==> config.mk <==
export PLATFORM = sky130hd
export DESIGN_NAME = charger_smbus_register_bank
export DESIGN_NICKNAME = d
export VERILOG_FILES = /design/src/charger_pkg.sv /design/src/vdec_if.sv /design/src/voltage_code_decoder.sv /design/src/charger_smbus_register_bank.sv
export VERILOG_INCLUDE_DIRS = /design/src /design/src/src
export SDC_FILE = /design/constraint.sdc
export NUM_CORES = 1
export LEC_CHECK = 0
export BUFFER_PORTS_ARGS = -buffer_cell sky130_fd_sc_hd__buf_2
export CAP_MARGIN = 40
export CORE_ASPECT_RATIO = 0.75
export CORE_MARGIN = 2
export CORE_UTILIZATION = 30
export DETAILED_ROUTE_END_ITERATION = 8
export PLACE_DENSITY_LB_ADDON = 0.3
export SYNTH_ARGS = -nofsm -noshare
export SYNTH_HDL_FRONTEND = slang
export SYNTH_SLANG_ARGS = --single-unit
==> constraint.sdc <==
create_clock -name clk -period 12 [get_ports clk]
set_input_delay 1.8 -clock clk [delete_from_list [all_inputs] [get_ports clk]]
set_output_delay 1.8 -clock clk [all_outputs]
set_load 0.02 [all_outputs]
==> src/charger_consts.svh <==
// constants of the charger register bank
// assumes inclusion by bare name
`ifndef CHARGER_CONSTS_SVH
`define CHARGER_CONSTS_SVH

// bus address 0x12, which is 0x09 in 7-bit form
`define SLAVE_ADDR7        7'h09

// register command codes
`define REG_MODE           8'h12
`define REG_STATUS         8'h13
`define REG_ICHG           8'h14
`define REG_VCHG           8'h15
`define REG_IIN            8'h3F

// reset values
`define MODE_RESET         16'h0001
`define STATUS_RESET       16'h0041
`define SETTING_RESET      16'h0000

// mode control fields
`define MODE_INHIBIT_BIT   0
`define MODE_LEARN_BIT     1

// status fields
`define STAT_UNREADY_BIT   0
`define STAT_VOR_BIT       4
`define STAT_BATT_BIT      6
`define STAT_ADPT_BIT      7

// decoded fields of the setting words
`define CURR_LSB           7
`define CURR_MSB           14
`define VOLT_LSB           1
`define VOLT_MSB           14

// voltage ranges in millivolts
`define PRE_MV             15'h2328
`define V3_MIN_MV          15'h2EE0
`define V3_MAX_MV          15'h3840
`define V4_MIN_MV          15'h3E80
`define V4_MAX_MV          15'h4B00
// 3-cell step 18.75 mV as mV*4/75
`define V3_STEP_MUL        17'h00004
`define V3_STEP_DIV        17'h0004B
// 4-cell step 25 mV
`define V4_STEP_MV         15'h0019
`define DAC_CODE_MAX       7'h7F

// timing
`define CLK_PERIOD_NS      5
`define LDO_DELAY_MS       5
`define ADAPTER_DELAY_MS   500
`define NS_PER_MS          1000000

`endif

==> src/charger_pkg.sv <==
// types of the charger register bank
// assumes nothing of its surroundings
package charger_pkg;

  // bus engine states
  typedef enum logic [3:0] {
    SMB_IDLE      = 4'h0,
    SMB_ADDR      = 4'h1,
    SMB_ADDR_ACK  = 4'h2,
    SMB_CMD       = 4'h3,
    SMB_CMD_ACK   = 4'h4,
    SMB_WDATA     = 4'h5,
    SMB_WDATA_ACK = 4'h6,
    SMB_RDATA     = 4'h7,
    SMB_RACK      = 4'h8,
    SMB_RNEXT     = 4'h9
  } smb_state_t;

  // decoded battery voltage range
  typedef enum logic [1:0] {
    VR_OFF   = 2'h0,
    VR_PRE   = 2'h1,
    VR_3CELL = 2'h2,
    VR_4CELL = 2'h3
  } vrange_t;

endpackage

==> src/vdec_if.sv <==
// carrier to the voltage decoder
// assumes charger_pkg compiled first
`timescale 1ns/10ps
interface vdec_if;
  import charger_pkg::*;
  logic [15:0] word;   // raw voltage setting word
  vrange_t     range;  // decoded range
  logic [6:0]  code;   // per-cell converter code
  logic        oor;    // requested voltage out of range

  modport dec  (input word, output range, code, oor);
  modport user (output word, input range, code, oor);
endinterface

==> src/voltage_code_decoder.sv <==
// maps the voltage word to a range and per-cell code
// assumes the user registers the outputs
`timescale 1ns/10ps
`include "charger_consts.svh"
module voltage_code_decoder (
  // setting word in, decoded code out
  vdec_if.dec vd
);
  import charger_pkg::*;

  logic [14:0] mv;  // millivolts from the used field
  logic [16:0] q3;  // 3-cell quotient
  logic [14:0] q4;  // 4-cell quotient

  // range and truncated code
  always_comb begin
    mv = {vd.word[`VOLT_MSB:`VOLT_LSB], 1'b0};
    q3 = ({2'b00, mv - `V3_MIN_MV} * `V3_STEP_MUL) / `V3_STEP_DIV;
    q4 = (mv - `V4_MIN_MV) / `V4_STEP_MV;
    vd.range = VR_OFF;
    vd.code  = 7'h00;
    vd.oor   = 1'b0;
    if (mv == 15'h0000) begin
      // reset value: disabled, not flagged
      vd.range = VR_OFF;
    end else if (mv == `PRE_MV) begin
      vd.range = VR_PRE;
    end else if (mv < `V3_MIN_MV || (mv > `V3_MAX_MV && mv < `V4_MIN_MV)) begin
      vd.oor = 1'b1;
    end else if (mv <= `V3_MAX_MV) begin
      vd.range = VR_3CELL;
      vd.code  = (q3 > 17'h0007F) ? `DAC_CODE_MAX : q3[6:0];
    end else begin
      vd.range = VR_4CELL;
      // above the top: clamp
      vd.code  = (mv >= `V4_MAX_MV || q4 > 15'h007F) ? `DAC_CODE_MAX : q4[6:0];
    end
  end

endmodule

==> src/charger_smbus_register_bank.sv <==
// charger host-control logic: bus slave, registers, voltage mapping,
// alarm and power sequencing
// assumes scl/sda sampled synchronous to clk; open-drain pads outside
//
// Function
// - answer bus slave address 0x12, word access
// - no packet error byte appended or expected
// - exactly five 16-bit host registers
// - decode 0x15,0x14,0x3F,0x12,0x13 register addresses
// - status change pulls alarm line low
// - alarm released only by status register read
// - no watchdog; settings persist, operation continues
// - use voltage bits 1..14, 7-bit code
// - ranges: 9 V, 3-cell, 4-cell
// - between steps truncate to lower code
// - above 19.2 V clamp to maximum
// - gap or low voltage disables, flags, alarms
// - voltage setting resets to 0 V
// - charge current from bits 7..14, zero disables
// - input current from bits 7..14, zero disables
// - reference LDO off without adapter, delayed 5 ms
// - 500 ms delay before switch and charger
// - adapter powers system when detected, else battery
// - learn mode connects battery instead of adapter
// - charge needs pin low and inhibit bit clear
// - status bits 6/7 show battery/adapter connection
// - status bit 0 high while not ready
`timescale 1ns/10ps
`include "charger_consts.svh"
module charger_smbus_register_bank #(
  parameter int unsigned LDO_DELAY_CYC     = `LDO_DELAY_MS * `NS_PER_MS / `CLK_PERIOD_NS,
  parameter int unsigned ADAPTER_DELAY_CYC = `ADAPTER_DELAY_MS * `NS_PER_MS / `CLK_PERIOD_NS
) (
  // clock and reset
  input  wire logic                clk,
  input  wire logic                nrst,
  // bus pins; data is open drain
  input  wire logic                scl_in,
  input  wire logic                sda_in,
  output logic                     sda_out,
  output logic                     sda_oe_n,
  // alarm open-drain pin
  output logic                     alarm_out,
  output logic                     alarm_oe_n,
  // analog status inputs
  input  wire logic                adapter_detect,
  input  wire logic                gate_drive_regulator_up,
  input  wire logic                five_volt_reference_ldo_up,
  input  wire logic                charge_enable_pin_n,
  // power control outputs
  output logic                     five_volt_reference_ldo_en,
  output logic                     five_volt_reference_ldo_pulldown,
  output logic                     adapter_switch_transistor_on,
  output logic                     battery_switch_on,
  output logic                     charger_en,
  // converter settings
  output charger_pkg::vrange_t     voltage_range,
  output logic [6:0]               voltage_code,
  output logic [7:0]               charge_current_code,
  output logic [7:0]               input_current_code
);
  import charger_pkg::*;

  // reset synchroniser
  logic        rst_meta_reg;  // first stage, read only by second
  logic        rst_n;         // released reset for the design

  // bus engine state
  smb_state_t  st_reg, st_next;           // transaction phase
  logic [3:0]  cnt_reg, cnt_next;         // bits seen in the byte
  logic [7:0]  shift_reg, shift_next;     // incoming byte
  logic [7:0]  cmd_reg, cmd_next;         // latched command byte
  logic        cmd_ok_reg, cmd_ok_next;   // command accepted this frame
  logic [7:0]  lo_reg, lo_next;           // written low byte
  logic        hi_reg, hi_next;           // second byte phase
  logic        sda_low_reg, sda_low_next; // pull data line low
  logic [15:0] tx_reg, tx_next;           // outgoing word, MSB shifted out
  logic        scl_q_reg, sda_q_reg;      // previous pin samples
  logic        wr_pulse;                  // write word complete
  logic        stat_rd_pulse;             // status read complete

  // host registers
  logic [15:0] mode_reg, mode_next;
  logic [15:0] vchg_reg, vchg_next;
  logic [15:0] ichg_reg, ichg_next;
  logic [15:0] iin_reg, iin_next;
  logic [15:0] status_reg, status_next;
  logic        alarm_reg, alarm_next;

  // sequencing
  logic [31:0] adp_cnt_reg, adp_cnt_next;  // time since adapter detect
  logic [31:0] ldo_cnt_reg, ldo_cnt_next;  // time with adapter and gate regulator both up
  logic        adp_done, ldo_done;
  logic        ready, adp_sw, chg_ok;

  // registered converter settings
  vrange_t     vrange_reg;
  logic [6:0]  vcode_reg;
  logic [7:0]  icode_reg, incode_reg;
  logic        ldo_en_reg, ldo_pd_reg, adp_sw_reg, chg_en_reg;

  // bus pin conditions
  logic        scl_rise, scl_fall, start_c, stop_c, rx_done;
  logic [15:0] rd_word;

  // voltage decoder
  vdec_if vdec ();
  voltage_code_decoder u_vdec (
    .vd (vdec.dec)
  );
  assign vdec.word = vchg_reg;

  // true for the five command codes
  function automatic logic is_mapped(input logic [7:0] c);
    is_mapped = (c == `REG_MODE) || (c == `REG_STATUS) || (c == `REG_ICHG) ||
                (c == `REG_VCHG) || (c == `REG_IIN);
  endfunction

  // read data for a command
  function automatic logic [15:0] reg_value(input logic [7:0] c);
    case (c)
      `REG_MODE:   reg_value = mode_reg;
      `REG_STATUS: reg_value = status_reg;
      `REG_ICHG:   reg_value = ichg_reg;
      `REG_VCHG:   reg_value = vchg_reg;
      `REG_IIN:    reg_value = iin_reg;
      default:     reg_value = 16'h0000;
    endcase
  endfunction

  // reset release through two flip-flops
  always_ff @(posedge clk or negedge nrst) begin
    if (!nrst) begin
      rst_meta_reg <= 1'b0;
      rst_n        <= 1'b0;
    end else begin
      rst_meta_reg <= 1'b1;
      rst_n        <= rst_meta_reg;
    end
  end

  // pin edge and frame conditions
  always_comb begin
    scl_rise = scl_in & ~scl_q_reg;
    scl_fall = ~scl_in & scl_q_reg;
    start_c  = scl_in & scl_q_reg & sda_q_reg & ~sda_in;
    stop_c   = scl_in & scl_q_reg & ~sda_q_reg & sda_in;
    rx_done  = scl_fall && (cnt_reg == 4'h8);
    rd_word  = reg_value(cmd_reg);
  end

  // bus engine next state
  always_comb begin
    st_next       = st_reg;
    cnt_next      = cnt_reg;
    shift_next    = shift_reg;
    cmd_next      = cmd_reg;
    cmd_ok_next   = cmd_ok_reg;
    lo_next       = lo_reg;
    hi_next       = hi_reg;
    sda_low_next  = sda_low_reg;
    tx_next       = tx_reg;
    wr_pulse      = 1'b0;
    stat_rd_pulse = 1'b0;
    if (start_c) begin
      // start or repeated start
      st_next      = SMB_ADDR;
      cnt_next     = 4'h0;
      sda_low_next = 1'b0;
      hi_next      = 1'b0;
    end else if (stop_c) begin
      // stop ends the frame and forgets the command
      st_next      = SMB_IDLE;
      sda_low_next = 1'b0;
      cmd_ok_next  = 1'b0;
    end else begin
      case (st_reg)
        SMB_ADDR, SMB_CMD, SMB_WDATA: begin
          if (scl_rise) begin
            shift_next = {shift_reg[6:0], sda_in};
            cnt_next   = cnt_reg + 4'h1;
          end else if (rx_done) begin
            cnt_next = 4'h0;
            if (st_reg == SMB_ADDR) begin
              // read only allowed after an accepted command byte
              if (shift_reg[7:1] == `SLAVE_ADDR7 && (!shift_reg[0] || cmd_ok_reg)) begin
                sda_low_next = 1'b1;
                st_next      = SMB_ADDR_ACK;
                tx_next      = shift_reg[0] ? {rd_word[7:0], rd_word[15:8]} : tx_reg;
              end else begin
                st_next = SMB_IDLE;
              end
            end else if (st_reg == SMB_CMD) begin
              // unmapped commands get no ack
              if (is_mapped(shift_reg)) begin
                cmd_next     = shift_reg;
                cmd_ok_next  = 1'b1;
                sda_low_next = 1'b1;
                st_next      = SMB_CMD_ACK;
              end else begin
                st_next = SMB_IDLE;
              end
            end else begin
              sda_low_next = 1'b1;
              st_next      = SMB_WDATA_ACK;
              if (!hi_reg) begin
                lo_next = shift_reg;
              end else begin
                wr_pulse = 1'b1;
              end
            end
          end
        end
        SMB_ADDR_ACK: begin
          if (scl_fall) begin
            cnt_next = 4'h0;
            if (shift_reg[0]) begin
              // read: drive the first data bit
              st_next      = SMB_RDATA;
              sda_low_next = ~tx_reg[15];
              tx_next      = {tx_reg[14:0], 1'b0};
            end else begin
              st_next      = SMB_CMD;
              sda_low_next = 1'b0;
              cmd_ok_next  = 1'b0;
            end
          end
        end
        SMB_CMD_ACK: begin
          if (scl_fall) begin
            sda_low_next = 1'b0;
            hi_next      = 1'b0;
            st_next      = SMB_WDATA;
          end
        end
        SMB_WDATA_ACK: begin
          if (scl_fall) begin
            // no error-check byte follows the high byte
            sda_low_next = 1'b0;
            hi_next      = 1'b1;
            st_next      = hi_reg ? SMB_IDLE : SMB_WDATA;
          end
        end
        SMB_RDATA: begin
          if (scl_rise) begin
            cnt_next = cnt_reg + 4'h1;
          end else if (scl_fall) begin
            if (cnt_reg == 4'h8) begin
              sda_low_next = 1'b0;
              st_next      = SMB_RACK;
            end else begin
              sda_low_next = ~tx_reg[15];
              tx_next      = {tx_reg[14:0], 1'b0};
            end
          end
        end
        SMB_RACK: begin
          if (scl_rise) begin
            if (!sda_in && !hi_reg) begin
              st_next = SMB_RNEXT;
            end else begin
              // word done, no error-check byte sent
              st_next       = SMB_IDLE;
              stat_rd_pulse = (cmd_reg == `REG_STATUS);
            end
          end
        end
        SMB_RNEXT: begin
          if (scl_fall) begin
            hi_next      = 1'b1;
            cnt_next     = 4'h0;
            st_next      = SMB_RDATA;
            sda_low_next = ~tx_reg[15];
            tx_next      = {tx_reg[14:0], 1'b0};
          end
        end
        default: begin
          st_next = SMB_IDLE;
        end
      endcase
    end
  end

  // bus engine registers
  always_ff @(posedge clk or negedge rst_n) begin
    if (!rst_n) begin
      st_reg      <= SMB_IDLE;
      cnt_reg     <= 4'h0;
      shift_reg   <= 8'h00;
      cmd_reg     <= 8'h00;
      cmd_ok_reg  <= 1'b0;
      lo_reg      <= 8'h00;
      hi_reg      <= 1'b0;
      sda_low_reg <= 1'b0;
      tx_reg      <= 16'h0000;
      scl_q_reg   <= 1'b1;
      sda_q_reg   <= 1'b1;
    end else begin
      st_reg      <= st_next;
      cnt_reg     <= cnt_next;
      shift_reg   <= shift_next;
      cmd_reg     <= cmd_next;
      cmd_ok_reg  <= cmd_ok_next;
      lo_reg      <= lo_next;
      hi_reg      <= hi_next;
      sda_low_reg <= sda_low_next;
      tx_reg      <= tx_next;
      scl_q_reg   <= scl_in;
      sda_q_reg   <= sda_in;
    end
  end

  // host register writes; status is read only
  always_comb begin
    mode_next = mode_reg;
    vchg_next = vchg_reg;
    ichg_next = ichg_reg;
    iin_next  = iin_reg;
    if (wr_pulse) begin
      case (cmd_reg)
        `REG_MODE: mode_next = {shift_reg, lo_reg};
        `REG_VCHG: vchg_next = {shift_reg, lo_reg};
        `REG_ICHG: ichg_next = {shift_reg, lo_reg};
        `REG_IIN:  iin_next  = {shift_reg, lo_reg};
        default:   mode_next = mode_reg;
      endcase
    end
  end

  // settings hold until rewritten, no watchdog
  always_ff @(posedge clk or negedge rst_n) begin
    if (!rst_n) begin
      mode_reg <= `MODE_RESET;
      vchg_reg <= `SETTING_RESET;
      ichg_reg <= `SETTING_RESET;
      iin_reg  <= `SETTING_RESET;
    end else begin
      mode_reg <= mode_next;
      vchg_reg <= vchg_next;
      ichg_reg <= ichg_next;
      iin_reg  <= iin_next;
    end
  end

  // sequencing and status next values
  always_comb begin
    adp_done     = (adp_cnt_reg == 32'(ADAPTER_DELAY_CYC));
    ldo_done     = (ldo_cnt_reg == 32'(LDO_DELAY_CYC));
    adp_cnt_next = !adapter_detect ? 32'h0000_0000 :
                   adp_done ? adp_cnt_reg : adp_cnt_reg + 32'h0000_0001;
    ldo_cnt_next = !(adapter_detect && gate_drive_regulator_up) ? 32'h0000_0000 :
                   ldo_done ? ldo_cnt_reg : ldo_cnt_reg + 32'h0000_0001;
    ready  = adapter_detect && adp_done && gate_drive_regulator_up &&
             five_volt_reference_ldo_up;
    // battery stays on the system through the delay and in learn mode
    adp_sw = adapter_detect && adp_done && !mode_reg[`MODE_LEARN_BIT];
    chg_ok = ready && !charge_enable_pin_n && !mode_reg[`MODE_INHIBIT_BIT] &&
             (vdec.range != VR_OFF) &&
             (ichg_reg[`CURR_MSB:`CURR_LSB] != 8'h00) &&
             (iin_reg[`CURR_MSB:`CURR_LSB] != 8'h00);
    status_next = 16'h0000;
    status_next[`STAT_UNREADY_BIT] = ~ready;
    status_next[`STAT_VOR_BIT]     = vdec.oor;
    status_next[`STAT_BATT_BIT]    = ~adp_sw;
    status_next[`STAT_ADPT_BIT]    = adp_sw;
    // a change wins over a same-cycle status read
    if (status_next != status_reg) begin
      alarm_next = 1'b1;
    end else if (stat_rd_pulse) begin
      alarm_next = 1'b0;
    end else begin
      alarm_next = alarm_reg;
    end
  end

  // sequencing, status and converter registers
  always_ff @(posedge clk or negedge rst_n) begin
    if (!rst_n) begin
      adp_cnt_reg <= 32'h0000_0000;
      ldo_cnt_reg <= 32'h0000_0000;
      status_reg  <= `STATUS_RESET;
      alarm_reg   <= 1'b0;
      vrange_reg  <= VR_OFF;
      vcode_reg   <= 7'h00;
      icode_reg   <= 8'h00;
      incode_reg  <= 8'h00;
      ldo_en_reg  <= 1'b0;
      ldo_pd_reg  <= 1'b1;
      adp_sw_reg  <= 1'b0;
      chg_en_reg  <= 1'b0;
    end else begin
      adp_cnt_reg <= adp_cnt_next;
      ldo_cnt_reg <= ldo_cnt_next;
      status_reg  <= status_next;
      alarm_reg   <= alarm_next;
      vrange_reg  <= vdec.range;
      vcode_reg   <= vdec.code;
      icode_reg   <= ichg_reg[`CURR_MSB:`CURR_LSB];
      incode_reg  <= iin_reg[`CURR_MSB:`CURR_LSB];
      ldo_en_reg  <= adapter_detect && ldo_done;
      ldo_pd_reg  <= !adapter_detect;
      adp_sw_reg  <= adp_sw;
      chg_en_reg  <= chg_ok;
    end
  end

  // pin and output drive
  always_comb begin
    sda_out                          = 1'b0;
    sda_oe_n                         = ~sda_low_reg;
    alarm_out                        = 1'b0;
    alarm_oe_n                       = ~alarm_reg;
    five_volt_reference_ldo_en       = ldo_en_reg;
    five_volt_reference_ldo_pulldown = ldo_pd_reg;
    adapter_switch_transistor_on     = adp_sw_reg;
    battery_switch_on                = ~adp_sw_reg;
    charger_en                       = chg_en_reg;
    voltage_range                    = vrange_reg;
    voltage_code                     = vcode_reg;
    charge_current_code              = icode_reg;
    input_current_code               = incode_reg;
  end

endmodule

Word-level counts from Yosys, hierarchy flattened --
Index checks and enable logic that the tools add are counted.
Storage, ports and cells: bits in registers 217, input bits 8, output and inout bits 34, logic and storage cells 286
Cells by class: $add $sub $neg 5, div/mod/pow operators 2, order comparisons 7, eq/ne operators 64, mux-type cells 100, bitwise operators 23, reduce and logical (&&, ||, !) cells 56
Operators with widths (count):
- $mux W16 | 11
- $mux W32 | 4
- $mux W4 | 21
- $pmux W16 S5 | 1
- $add A32 B1 Y32 const B | 2
- $eq A8 B5 Y1 const B | 8
- $pmux W16 S4 | 1
- $mux W1 | 44
- $ne A4 B4 Y1 const B | 11
- $mux W7 | 6
- $eq A32 B20 Y1 const B | 1
- $eq A32 B27 Y1 const B | 1
- $lt A15 B14 Y1 const B | 2
- $sub A15 B14 Y15 const B | 2
- $ne A2 B2 Y1 const B | 14
- $pmux W4 S7 | 1
- $ne A3 B3 Y1 const B | 9
- $reduce_and A10 Y1 | 2
- $div A17 B7 Y17 const B | 1
- $gt A17 B7 Y1 const B | 1
- $eq A4 B3 Y1 const B | 4
- $eq A8 B6 Y1 const B | 2
- $not A1 Y1 | 16
- $reduce_and A8 Y1 | 2
- other kinds (38) | 90

Longest topological paths before layout --
word-level depth 13, mapped depth 48, gate-level depth less buffers 40

Hierarchy --
From an unflattened synthesis, not the netlist that was laid out.
Second synthesis, totals: cells, all modules 2128, area, all modules 18579.1 um^2
By module, submodules not included:
- charger_smbus_register_bank | instances 1, cells each 952, area each 10720.3 um^2, sequential area each 5412.7 um^2
- voltage_code_decoder | instances 1, cells each 1176, area each 7858.8 um^2, sequential area each 0.0 um^2

Worst setup path after synthesis --
No wires, ideal clock.
path kind register to register, start point register vchg_reg[5], end point register vcode_reg[0] (netlist: voltage_code[0]), setup time 129 ps, arrival 10491 ps, data required time 11871 ps, path slack 1380 ps, cell stages (with the launch flop) 48, path buffers 7, period minus slack after synthesis 10620 ps, cell sequence dfrtp_1 buf_2 inv_1 clkbuf_1 ha_1 nor2b_1 and3_1 nand4_1 o31a_1 mux2_4 or2_1 buf_2 a41o_1 buf_4 a211oi_4 a22oi_4 o21ai_2 mux2_4 [... 12 more ...] ha_1 nor2_1 o2111ai_1 o21ba_2 a2111oi_4 and3_1 o21ai_1 a221o_1 a31o_1 buf_2 xnor2_1 ha_1 xnor3_1 or2_1 a21oi_1 o21ai_1 nor4bb_1 o41a_1
Between the ends: cells in the longest elaborated chain, start to end 9, elaborated cells between the ends (all ways) 22, those cells by class add/sub: 2; div: 2; order compare: 7; eq/ne: 1; mux: 6; reduce/logical: 4
RTL lines:
- from (decl) | RTL line charger_smbus_register_bank.sv:84 | logic [15:0] vchg_reg, vchg_next;
- from (signal assigned) | RTL line charger_smbus_register_bank.sv:334 | vchg_reg <= `SETTING_RESET;
- from (signal assigned) | RTL line charger_smbus_register_bank.sv:339 | vchg_reg <= vchg_next;
- branches (longest 8 deep; another with $div A17 B7 Y17)
- $mux W7 (*) | RTL line voltage_code_decoder.sv:23 | if (mv == 15'h0000) begin
- net u_vdec.vd.code[0] | RTL line vdec_if.sv:11 | modport dec (input word, output range, code, oor);
- to (signal assigned) | RTL line charger_smbus_register_bank.sv:397 | vcode_reg <= vdec.code;
- to (decl) | RTL line charger_smbus_register_bank.sv:98 | logic [6:0] vcode_reg;
Mark *: on every way through the listed nets, which the timed path passes. A chain may end at the register's enable or synchronous reset.

Worst setup path in the final report --
start point register vchg_reg[8], end point register vcode_reg[0] (netlist: voltage_code[0])
Same word-level chain as after synthesis.

==> results by group <==
Worst setup path
  – Crit Path Class: flop to flop
  – Worst Setup SP: vchg_reg[8]
  – Nature of the critical path startpoint: flop
  – Critical Path Sink Type: flop
  – Worst R2R Start: vchg_reg[8]
  – Arr. time, crit path: 11.91 ns
  – Flop2flop setup slack: 0.51 ns
  – FF-to-FF End: voltage_code[0]
  – R2R depth: 44
  – Slowest stage cell, crit path: a211oi_1
  – Critical path fanouts, max: 20
  – CP required: 12.42 ns
  – Crit path to: voltage_code[0]
  – Most used cell, CP: buf_4
  – CP peak stage delay: 0.45 ns

Place
  – Hpwl dp: 35700 µm
  – PortBufs: 39
  – Cell total after placement: 2725
  – Gpl congestion: 0.888

Clocking
  – CTS sink cnt: 216
  – CTS tree: yes
  – CTS Root Cell: clkbuf_16
  – Htree depth: 1
  – Clk_lat worst skew: 0.54 ns
  – CTS Buffer Depth: 3
  – Clk pin slew, worst setup/hold paths: 0.07 ns
  – Post-CTS Hold Fix Bufs: 0
  – Num CTS Buffers: 25

STA
  – Worst-margin pin slew: 0.884 ns
  – Final hold vios: 0
  – Finish-stage setup viols: 0
  – Max Fclk: 87.1 MHz
  – Min Tclk post-route: 11.49 ns
  – Sum of negative setup slack: 0 ns
  – Crit share post-route: 95.7%
  – Relative slew slack: 39.6%
  – Slew Viols, Final: 0
  – Clock Skew: 0.0114 ns

Floorplanning
  – Starting density of the core: 30.4%
  – DIE WIDTH: 279 µm
  – Die ar.: 58500 µm²
  – CORE AREA: 55900 µm²
  – Die height: 210 µm
  – # IOs: 42
  – Std cell rows: 75

Detailed routing
  – Drt drc: 0
  – Vias: 15.8k
  – Top sig layer: met4
  – Final WL: 49400 µm
  – 1st-iter DRT viols: 1695
  – WL met1: 25400 µm
  – Post-route ant nets: 0
  – TritonRoute pass-1 iters: 5
  – DR WL met2: 20500 µm
  – Avg WL per Cell: 17.8 µm
  – Metal3 WL: 2780 µm
  – Post-DR vias/cell: 5.71

Outcome
  – Status: complete, no violations

Layout
  – ANT cells: 0
  – Non-Filler Instances: 2776
  – Area of the multi-input gates: 11000 µm²
  – Layout cells sized above 1: 16.5%
  – Layout Nets: 2055
  – Register Area: 5420 µm²
  – Layout area overhead: 12.8%
  – Layout fillers: 5736

GRT
  – Vias in the first global route: 14.7k
  – Grt total ovfl: 0
  – Initial antenna violation count: 0
  – Largest net degree at the start of global routing: 58
  – First-pass GRT wire length: 80600 µm
  – GRT Resource Usage Total: 16.4%

Synth
  – Yosys top cell by area: dfrtp_1
  – Top-area cell type share of the netlist area: 31.0%
  – Sequential area share after synthesis: 31.9%
  – Synth Instances: 2006
  – Top_reg_cell synth: dfrtp_1
  – Synth warn: 0
  – Synthesized area: 17000 µm²
  – Leading post-synthesis cells by cell area: dfrtp_1 (31%), mux2_2 (5.2%), nor2_1 (4.6%)
  – Post-synth top cells: dfrtp_1 (210), nor2_1 (208), nand2_1 (169)
  – Asr flop ratio synth: 100%
  – Yosys reg bits: 216
  – Synth cell types: 127
  – Avg Cell Area, Syn: 8.46 µm²
  – Most frequent cell after synthesis: dfrtp_1
  – Number of synthesized flops with an enable pin: 0

Power
  – Power Total: 1.58 mW
  – Leak: 7.58 nW
  – PD cells: 82.4 nW/µm²
  – Worst vdd ir: 0.0872 mV

Worst hold path
  – Hold WC Path Type: flop to async pin

Run
  – Max Cap Viol: 0
-- where the power goes --
group / internal (mW) / total [mW] / leakage [nW] / switching [mW]
registers: 0.733 / 0.745 / 2.93 / 0.0122
logic: 0.0114 / 0.0396 / 4.23 / 0.0282
clock network: 0.470 / 0.793 / 0.419 / 0.323
-- placed cells by master, fill, tap and decap left out, types with 10 or more instances in the layout --
| cell | instances |
|---|---|
| nand2_1 | 169 |
| o22ai_1 | 12 |
| a211o_1 | 10 |
| nand4_1 | 43 |
| xor2_1 | 49 |
| nor2_1 | 206 |
| o21a_1 | 19 |
| nor3_1 | 49 |
| mux2i_1 | 38 |
| buf_4 | 58 |
| xnor2_1 | 55 |
| clkbuf_16 | 25 |
| ha_1 | 18 |
| buf_2 | 39 |
| a21oi_1 | 125 |
| dfrtp_1 | 207 |
| a21o_1 | 13 |
| a22oi_1 | 12 |
| a31oi_1 | 31 |
| o31ai_1 | 19 |
| mux2_2 | 78 |
| or3_1 | 34 |
| o21ai_1 | 15 |
| and3_1 | 35 |
| a211oi_1 | 29 |
| nand3_1 | 78 |
| or2_2 | 15 |
| nor4_1 | 18 |
| inv_1 | 49 |
| nand2b_1 | 12 |
| and2_1 | 19 |
| o211ai_1 | 27 |
| a221oi_1 | 19 |
| o21ai_0 | 117 |
-- per-layer routing --
metal	GRT usage [%]	up-vias
li1	-	7554
met1	25.6	7751
met2	24.1	488
met3	1.98	52
met4	2.95	0
met5	0	-
-- worst min-delay path by stage --
stage	startpoint	to	slack, ns
2_1_floorplan	rst_meta_reg	rst_n	0.33
3_3_place_gp	rst_n	cnt_reg[0]	0.31
3_5_place_dp	rst_n	cnt_reg[0]	0.32
4_1_cts	rst_n	cnt_reg[0]	0.33
5_1_grt	rst_n	cmd_reg[0]	0.35
6_report	rst_n	cmd_reg[0]	0.31
-- what timing repair did --
item / CTS / global route
endpoints found under the setup margin: 0 / 1
buffers inserted: 0 / 5
gates resized for setup: 0 / 20
-- final cells by class --
cell class	count	area share [%]
sequential	216	28.3
multi-input combinational	1631	57.6
clock buffer	35	3.83
clock inverter	11	0.634
tap	731	4.78
inverter	51	1.00
timing repair buffer	101	3.83
-- worst max-delay path, delay by kind of cell, from the launching register on --
kind                       cells  cell delay [ns]
DFF                            1             0.39
muxes                          2             0.66
adders and majority gates      3             0.85
buffers and inverters          6             1.38
and+or+nand+nor                7             1.52
AOI/OAI and AO/OA             22             5.29
xor gates and xnor gates       4             1.25
-- kinds of logic (layout without fill, tap and decap cells) --
logic type               after synthesis  count (layout)  synth area share, %
AND/OR/NAND/NOR                      750             750                 21.9
AO/OA/AOI/OAI                        615             615                 26.2
flip-flops                           216             216                 31.9
buffers and inverters                160             198                 3.84
multiplexers                         123             123                 8.02
XOR/XNOR                             113             113                 6.21
adder cells (fa/ha/maj)               27              27                 1.91
other                                  2               3               0.0442
-- through the flow --
stage	cell area, µm²	hold slack [ns]	setup WS [ns]	util (%)
floorplan	17000	0.331	1.38	-
global placement	18100	0.314	0.539	32.3
detailed placement	18100	0.320	0.210	32.4
CTS	19000	0.328	0.138	34.0
global route	19100	0.353	-0.0296	34.2
finish	19100	0.307	0.514	34.2
No activity file was read; power rests on OpenSTA's default activity.
